[config.mk]
export PLATFORM = sky130hd
export DESIGN_NAME = output_mux_volume_control
export DESIGN_NICKNAME = d
export VERILOG_FILES = /design/src/out_mux_pkg.sv /design/src/output_mux_volume_control.sv
export SDC_FILE = /design/constraint.sdc
export NUM_CORES = 1
export LEC_CHECK = 0
export BUFFER_PORTS_ARGS = -buffer_cell sky130_fd_sc_hd__buf_2
export CAP_MARGIN = 40
export CELL_PAD_IN_SITES_DETAIL_PLACEMENT = 1
export CELL_PAD_IN_SITES_GLOBAL_PLACEMENT = 2
export CORE_ASPECT_RATIO = 0.9
export CORE_MARGIN = 2
export CORE_UTILIZATION = 35
export CTS_CLUSTER_SIZE = 10
export DETAILED_ROUTE_END_ITERATION = 10
export MAX_ROUTING_LAYER = met4
export PLACE_DENSITY = 0.86
export SLEW_MARGIN = 20
export SYNTH_ARGS = -nofsm -noshare
export SYNTH_HDL_FRONTEND = slang
export SYNTH_SLANG_ARGS = --single-unit
[constraint.sdc]
create_clock -name ref_clk -period 4.2 [get_ports ref_clk]
set_input_delay 0.42 -clock ref_clk [delete_from_list [all_inputs] [get_ports ref_clk]]
set_output_delay 0.42 -clock ref_clk [all_outputs]
set_load 0.1 [all_outputs]
[src/out_mux_pkg.sv]
// package: register map, field layout and reset values of the output mux block
package out_mux_pkg;
  // register indices (word numbers, not byte addresses, so byte addr = 4*idx)
  localparam logic [7:0]  idx_hp_left         = 8'h39;
  localparam logic [7:0]  idx_hp_right        = 8'h3A;
  localparam logic [7:0]  idx_source_select   = 8'h3D;
  localparam logic [7:0]  idx_timeout_ctrl    = 8'h40;
  localparam logic [7:0]  idx_applied_status  = 8'h41;
  localparam logic [11:0] addr_hp_left        = {2'h0, idx_hp_left, 2'h0};
  localparam logic [11:0] addr_hp_right       = {2'h0, idx_hp_right, 2'h0};
  localparam logic [11:0] addr_source_select  = {2'h0, idx_source_select, 2'h0};
  localparam logic [11:0] addr_timeout_ctrl   = {2'h0, idx_timeout_ctrl, 2'h0};
  localparam logic [11:0] addr_applied_status = {2'h0, idx_applied_status, 2'h0};
  // field positions in a headphone level register
  localparam int          bit_silence         = 8;
  localparam int          bit_commit          = 7;
  localparam int          bit_zero_cross      = 6;
  // field positions in the source select and timeout control registers
  localparam int          bit_hp_left_byp     = 3;
  localparam int          bit_hp_right_byp    = 2;
  localparam int          bit_line_left_byp   = 1;
  localparam int          bit_line_right_byp  = 0;
  localparam int          bit_timeout_en      = 0;
  // reset values
  localparam logic [5:0]  level_reset         = 6'h2D;
  localparam logic [3:0]  source_reset        = 4'h0;
  // zero-cross timeout: given as a time in microseconds
  localparam int          clk_hz              = 20_000_000;
  localparam int          timeout_us          = 10_000;
  localparam int          timeout_cycles      = timeout_us * (clk_hz / 1_000_000);
  localparam int          cnt_w               = 20;
  // one headphone channel: stored settings
  typedef struct packed
  {
    logic       silence;
    logic       zero_cross_en;
    logic [5:0] level;
  } hp_chan_t;
  // state of the deferred update for one channel
  typedef enum logic [1:0]
  {
    st_idle    = 2'b01,
    st_pending = 2'b10
  } upd_state_t;
endpackage

[src/output_mux_volume_control.sv]
// output source muxes and headphone level control with staged update
// Behaviour
// left headphone source: 0 DAC, 1 bypass
// right headphone source: 0 DAC, 1 bypass
// left line source: 0 DAC, 1 bypass
// right line source: 0 DAC, 1 bypass
// reset clears all four source selects
// level code 1 dB steps, -57 to +6
// reset levels 10_1101, mute/update/zc zero
// per-channel mute bit 8 silences channel
// write without update bit only stores level
// update bit in either register commits both
// zero-cross enabled defers change until crossing
// timeout applies deferred change if clock enabled
// zero-cross disabled applies change immediately
`timescale 1ns/1ns
module output_mux_volume_control
  import out_mux_pkg::*;
#(
  parameter int timeout_count = timeout_cycles // zero-cross wait limit
)
(
  input  wire logic        ref_clk,             // 20 MHz block clock
  input  wire logic        rst_n,               // async reset, active low
  input  wire logic        psel,                // apb select
  input  wire logic        penable,             // apb access phase
  input  wire logic        pwrite,              // apb direction
  input  wire logic [11:0] paddr,               // apb byte address
  input  wire logic [31:0] pwdata,              // apb write data
  output logic      [31:0] prdata,              // apb read data
  output logic             pready,              // apb ready
  output logic             pslverr,             // apb error
  input  wire logic        hp_left_zero_hit,    // left signal crossed zero
  input  wire logic        hp_right_zero_hit,   // right signal crossed zero
  output logic             hp_left_source_bypass,    // hp left mux select
  output logic             hp_right_source_bypass,   // hp right mux select
  output logic             line_left_source_bypass,  // line left mux select
  output logic             line_right_source_bypass, // line right mux select
  output logic      [5:0]  hp_left_level,       // applied left gain code
  output logic      [5:0]  hp_right_level,      // applied right gain code
  output logic             hp_left_silence,     // left channel muted
  output logic             hp_right_silence     // right channel muted
);

  // reset release through two flops
  logic        rst_meta;                        // first sync stage
  logic        rst_sync_n;                      // design-wide reset

  always_ff @(posedge ref_clk or negedge rst_n)
  begin
    if (!rst_n)
    begin
      rst_meta   <= 1'b0;
      rst_sync_n <= 1'b0;
    end
    else
    begin
      rst_meta   <= 1'b1;
      rst_sync_n <= rst_meta;
    end
  end

  // register storage
  hp_chan_t    stored_left;                     // staged left settings
  hp_chan_t    stored_right;                    // staged right settings
  logic [3:0]  source_sel;                      // four mux selects
  logic        timeout_clock_en;                // timeout clock enable
  upd_state_t  state_left;                      // left update state
  upd_state_t  state_right;                     // right update state
  logic [cnt_w-1:0] wait_left;                  // left timeout counter
  logic [cnt_w-1:0] wait_right;                 // right timeout counter

  // apb decode: one wait state, answer in the second access cycle
  function automatic logic hit(input logic [11:0] a, input logic [11:0] r);
    return a == r;
  endfunction

  wire         access      = psel & penable;
  wire         wr          = access & pwrite;
  wire         wr_left     = wr & hit(paddr, addr_hp_left);
  wire         wr_right    = wr & hit(paddr, addr_hp_right);
  wire         wr_source   = wr & hit(paddr, addr_source_select);
  wire         wr_timeout  = wr & hit(paddr, addr_timeout_ctrl);
  wire         mapped      = hit(paddr, addr_hp_left)
                           | hit(paddr, addr_hp_right)
                           | hit(paddr, addr_source_select)
                           | hit(paddr, addr_timeout_ctrl)
                           | hit(paddr, addr_applied_status);
  // the commit bit is write-only: it never stores, it only fires
  wire         commit      = (wr_left | wr_right)
                           & pwdata[bit_commit];

  // incoming channel value from write data
  wire hp_chan_t wdata_chan = '{silence:       pwdata[bit_silence],
                                zero_cross_en: pwdata[bit_zero_cross],
                                level:         pwdata[5:0]};

  // read mux: level registers read back stored, not applied, values
  logic [31:0] next_prdata;                     // read data for this access
  always_comb
  begin
    next_prdata = 32'h0000_0000;
    if (hit(paddr, addr_hp_left))
      next_prdata = {23'h0, stored_left.silence, 1'b0,
                     stored_left.zero_cross_en, stored_left.level};
    else if (hit(paddr, addr_hp_right))
      next_prdata = {23'h0, stored_right.silence, 1'b0,
                     stored_right.zero_cross_en, stored_right.level};
    else if (hit(paddr, addr_source_select))
      next_prdata = {28'h0, source_sel};
    else if (hit(paddr, addr_timeout_ctrl))
      next_prdata = {31'h0, timeout_clock_en};
    else if (hit(paddr, addr_applied_status))
      next_prdata = {16'h0, state_right == st_pending,
                     state_left == st_pending, hp_right_level,
                     2'h0, hp_left_level};
  end

  // apb answer flops: pready pulses one cycle after the access starts
  always_ff @(posedge ref_clk or negedge rst_sync_n)
  begin
    if (!rst_sync_n)
    begin
      pready  <= 1'b0;
      pslverr <= 1'b0;
      prdata  <= 32'h0000_0000;
    end
    else
    begin
      pready  <= access & ~pready;
      pslverr <= access & ~pready & ~mapped;
      prdata  <= (access & ~pready & ~pwrite) ? next_prdata : 32'h0000_0000;
    end
  end

  // writes only take effect on the completing edge
  wire         done        = access & pready;

  // stored settings and mux selects
  always_ff @(posedge ref_clk or negedge rst_sync_n)
  begin
    if (!rst_sync_n)
    begin
      stored_left      <= '{silence: 1'b0, zero_cross_en: 1'b0,
                            level: level_reset};
      stored_right     <= '{silence: 1'b0, zero_cross_en: 1'b0,
                            level: level_reset};
      source_sel       <= source_reset;
      timeout_clock_en <= 1'b0;
    end
    else
    begin
      if (wr_left & done)
        stored_left <= wdata_chan;
      if (wr_right & done)
        stored_right <= wdata_chan;
      if (wr_source & done)
        source_sel <= pwdata[3:0];
      if (wr_timeout & done)
        timeout_clock_en <= pwdata[bit_timeout_en];
    end
  end

  // mux select outputs straight from flops
  always_ff @(posedge ref_clk or negedge rst_sync_n)
  begin
    if (!rst_sync_n)
    begin
      hp_left_source_bypass    <= 1'b0;
      hp_right_source_bypass   <= 1'b0;
      line_left_source_bypass  <= 1'b0;
      line_right_source_bypass <= 1'b0;
    end
    else
    begin
      hp_left_source_bypass    <= source_sel[bit_hp_left_byp];
      hp_right_source_bypass   <= source_sel[bit_hp_right_byp];
      line_left_source_bypass  <= source_sel[bit_line_left_byp];
      line_right_source_bypass <= source_sel[bit_line_right_byp];
    end
  end

  // mute follows the stored bit at once; it is not staged
  always_ff @(posedge ref_clk or negedge rst_sync_n)
  begin
    if (!rst_sync_n)
    begin
      hp_left_silence  <= 1'b0;
      hp_right_silence <= 1'b0;
    end
    else
    begin
      hp_left_silence  <= stored_left.silence;
      hp_right_silence <= stored_right.silence;
    end
  end

  // the commit edge: stored values still hold the old setting because commit and store
  // share the completing edge, so apply uses the write data directly
  wire         fire        = commit & done;
  wire [5:0]   new_left    = wr_left  ? pwdata[5:0] : stored_left.level;
  wire [5:0]   new_right   = wr_right ? pwdata[5:0] : stored_right.level;
  wire         zc_left     = wr_left  ? pwdata[bit_zero_cross]
                                      : stored_left.zero_cross_en;
  wire         zc_right    = wr_right ? pwdata[bit_zero_cross]
                                      : stored_right.zero_cross_en;
  wire         tmo_left    = timeout_clock_en
                           & (wait_left  >= cnt_w'(timeout_count - 1));
  wire         tmo_right   = timeout_clock_en
                           & (wait_right >= cnt_w'(timeout_count - 1));

  // per-channel apply logic, identical for both sides
  always_ff @(posedge ref_clk or negedge rst_sync_n)
  begin
    if (!rst_sync_n)
    begin
      hp_left_level <= level_reset;
      state_left    <= st_idle;
      wait_left     <= '0;
    end
    else if (fire)
    begin
      wait_left <= '0;
      if (zc_left)
        state_left <= st_pending;
      else
      begin
        hp_left_level <= new_left;
        state_left    <= st_idle;
      end
    end
    else
    begin
      unique case (state_left)
        st_idle:
          wait_left <= '0;
        st_pending:
        begin
          // zero crossing wins; timeout only counts with its clock enabled
          if (hp_left_zero_hit | tmo_left)
          begin
            hp_left_level <= stored_left.level;
            state_left    <= st_idle;
          end
          else if (timeout_clock_en)
            wait_left <= wait_left + 1'b1;
        end
      endcase
    end
  end

  always_ff @(posedge ref_clk or negedge rst_sync_n)
  begin
    if (!rst_sync_n)
    begin
      hp_right_level <= level_reset;
      state_right    <= st_idle;
      wait_right     <= '0;
    end
    else if (fire)
    begin
      wait_right <= '0;
      if (zc_right)
        state_right <= st_pending;
      else
      begin
        hp_right_level <= new_right;
        state_right    <= st_idle;
      end
    end
    else
    begin
      unique case (state_right)
        st_idle:
          wait_right <= '0;
        st_pending:
        begin
          if (hp_right_zero_hit | tmo_right)
          begin
            hp_right_level <= stored_right.level;
            state_right    <= st_idle;
          end
          else if (timeout_clock_en)
            wait_right <= wait_right + 1'b1;
        end
      endcase
    end
  end

endmodule

==> flow_summary.json <==
{
  "outcome": "complete, no violations",
  "via_per_inst": 5.19,
  "clk_pin_slew_worst_paths_ns": 0.07,
  "seq_area_sq_mm": 0.00258,
  "p_seq_share_pct": 49.1,
  "postLayoutCoreUtil_pct": 41.9,
  "power.internal_mw": 1.53,
  "rr_endpoint": "wait_right[15]$_DFFE_PN0P_",
  "cap_violations": 0,
  "p_sw_share_pct": 24.5,
  "rsz0062_at_grt": "no",
  "hold_path.class": "flop to async pin",
  "ys_ff_latch": 102,
  "grtUsageMet2_pct": 28.2,
  "place_ws_ns": 1.27,
  "grt_pass1_vias": 4054,
  "fp.dieArea_sq_mm": 0.0154,
  "fin_area_sq_mm": 0.00588,
  "cts-htree-levels": 3,
  "finalCritPeriodShare_pct": 66.6,
  "finClkSkew_ns": 0.0123,
  "coreArea_sq_mm": 0.0141,
  "async_flop_share_pct": 100,
  "synth_edf_count": 0,
  "yosysSeqAreaShare_pct": 50.9,
  "final_layout_size_suffix_gt1_share_pct": 31.4,
  "critPathCapture": "wait_right[15]$_DFFE_PN0P_",
  "crit_path_max_fanout": 15,
  "grt_pass1_wl_mm": 20.9,
  "drt_first_pass_iters": 5,
  "finalCriticalPeriod_ns": 2.80,
  "timing.reg2reg.setup_slack_ns": 1.40,
  "antenna_found_initial": 2,
  "post_drt_wl_per_cell_microns": 17.4,
  "post_dp_cell_area_sq_mm": 0.00555,
  "dr_total_vias": 3739,
  "drt_iter0_drc": 144,
  "clockPowerShare_pct": 44.6,
  "syn2layout_area_growth_pct": 16.3,
  "power_density_mw_per_mm2": 344,
  "timing.rr.start": "wait_right[0]$_DFFE_PN0P_",
  "hold_viol_final": 0,
  "grt_overflow": 0,
  "worstRegToRegCells": 7,
  "synth_area_sq_mm": 0.00506,
  "core.rowCount": 41,
  "vdd_drop_max_mv": 0.238,
  "worstPathArrival_ns": 3.07,
  "finalSetupTns_ns": 0,
  "setup_viol": 0,
  "combPwrFrac_pct": 6.3,
  "endpoint_kind": "flop",
  "critPathKind": "flop to flop",
  "max_clock_freq_mhz": 357,
  "crit_start": "wait_right[0]$_DFFE_PN0P_",
  "synth_ff_type": "dfrtp_1",
  "p_switching_mw": 0.496,
  "cts_tree": "built",
  "numCtsBuffers": 9,
  "synth_cell_types": 59,
  "drc": 0,
  "fp.dieH_microns": 118,
  "layout_commonest_cell": "dfrtp_1",
  "start_kind": "flop",
  "postSynthCellCount": 456,
  "synth_top_area_cell": "dfrtp_1",
  "use_met3_pct": 5.59,
  "p_leak_nw": 2.55,
  "ios": 103,
  "grt_usage_pct": 18.0,
  "fin_nets": 575,
  "multi_input_area_sq_mm": 0.00233,
  "crit_required_ns": 4.48,
  "grt_max_degree": 38,
  "ant_nets": 0,
  "top_usage_layer": "met2",
  "gp_congestion": 0.799,
  "synth_area_leaders": "dfrtp_1, mux2_2, dfstp_2",
  "initial_utilization_pct": 36.0,
  "dp.final_hpwl_mm": 8.97,
  "portBuffers": 62,
  "dieWidth_microns": 131,
  "cts_sinks": 102,
  "clock_latency_ns": 0.36,
  "holdBufCountCts": 1,
  "cts_setup_buffers": 0,
  "post_cts_resized": 0,
  "wirelength_mm": 12.5,
  "yosys_warnings": 0,
  "setup_ws_ns": 1.40,
  "worst_pin_slew_ns": 0.798,
  "synth.top_cell.area_share_pct": 41.5,
  "met1_usage_pct": 22.2,
  "fillers": 1588,
  "root_buffer": "clkbuf_16",
  "synth_area_per_cell_sq_um": 11.1,
  "layout_common_cells": "dfrtp_1, buf_2, mux2_2",
  "cts_max_path_buffers": 2,
  "slew_headroom_pct": 46.6,
  "slew_viol_final": 0
}
final cells by class:
| class | count | share of cell area (%) |
|---|---|---|
| Inverter | 10 | 0.638 |
| Clock buffer | 9 | 3.83 |
| Timing Repair Buffer | 68 | 6.29 |
| Multi-Input combinational cell | 331 | 39.6 |
| Sequential cell | 102 | 43.8 |
| Tap cell | 193 | 4.10 |
| Antenna cell | 2 | 0.0851 |
| Clock inverter | 6 | 1.59 |
per-stage QoR:
step                      hold WS, ns  cells  power (mW)
after floorplan                 0.124    472        1.12
after global placement          0.206    702        1.14
after detailed placement        0.207    703        1.14
after CTS                       0.302    719        2.05
after global routing            0.319    721        2.09
final                           0.298    721        2.02
critical path, stage by stage, from the launching register on:
cell and delay (ns):
dfrtp_1 0.41, ha_1 0.23, nand3_1 0.12, or2_1 0.36
or3_1 0.27, nand4_1 0.49, or4_1 0.68, a21oi_1 0.16
how the worst min path moves through the flow:
stage                          from                           to  slack (ns)  cells past startpoint
2_1_floorplan                 rst_n           rst_meta$_DFF_PN0_        0.12                      0
3_3_place_gp                  rst_n           rst_meta$_DFF_PN0_        0.21                      1
3_5_place_dp                  rst_n           rst_meta$_DFF_PN0_        0.21                      1
4_1_cts                   pwdata[8]   stored_left[7]$_DFFE_PN0P_        0.30                      2
5_1_grt                   pwdata[8]  stored_right[7]$_DFFE_PN0P_        0.32                      2
6_report       rst_sync_n$_DFF_PN0_    wait_left[14]$_DFFE_PN0P_        0.30                      0
metal layers:
metal | vias to the layer above | routed length (microns)
met2 | 76 | 6110
met4 | 0 | 239
met3 | 15 | 650
met1 | 1884 | 5530
li1 | 1764 | -
met5 | - | 0
flip-flops by register name, summed over array words and instances, names as in the netlist:
name / cells
pslverr: 1
prdata: 15
line_left_source_bypass: 1
stored_right: 8
line_right_source_bypass: 1
state_right: 2
rst_sync_n: 1
wait_right: 20
hp_right_level: 6
state_left: 2
wait_left: 20
hp_right_silence: 1
source_sel: 4
hp_left_level: 6
hp_left_source_bypass: 1
rst_meta: 1
pready: 1
hp_right_source_bypass: 1
stored_left: 8
timeout_clock_en: 1
hp_left_silence: 1
Yosys cell counts (5+ instances only):
cell,count
inv_1,10
dfrtp_1,84
nor2_1,40
xor2_1,5
nor2b_1,5
nor4_1,6
or4_1,12
buf_4,17
o21a_1,5
dfstp_2,18
nand3_1,16
and2_1,14
mux2_2,43
a222oi_1,6
and3_1,5
mux2_4,6
or3_1,14
o31ai_1,9
a21oi_1,25
clkbuf_1,9
nand2_1,20
o21ai_0,17
nand4_1,12
power groups by stage:
| stage | clock network (mW) | registers, mW | logic, mW |
|---|---|---|---|
| 2_1_floorplan | 0 | 1.03 | 0.0921 |
| 3_3_place_gp | 0 | 1.02 | 0.117 |
| 3_5_place_dp | 0 | 1.01 | 0.128 |
| 4_1_cts | 0.924 | 0.994 | 0.129 |
| 5_1_grt | 0.962 | 0.994 | 0.136 |
| 6_report | 0.903 | 0.993 | 0.128 |
kinds of logic (layout without fill, tap and decap cells):
kind of cell               Yosys count  in the layout  share of synthesized area (%)
buffers and inverters               39             93                           4.23
AOI/OAI and AO/OA                   76             76                           10.3
DFF                                102            102                           50.9
xor gates and xnor gates             9              9                           1.56
muxes                               53             53                           12.4
other                                2             20                          0.148
and+or+nand+nor                    173            173                           20.0
adders and majority gates            2              2                          0.494
Power figures use the tool's default switching activity.
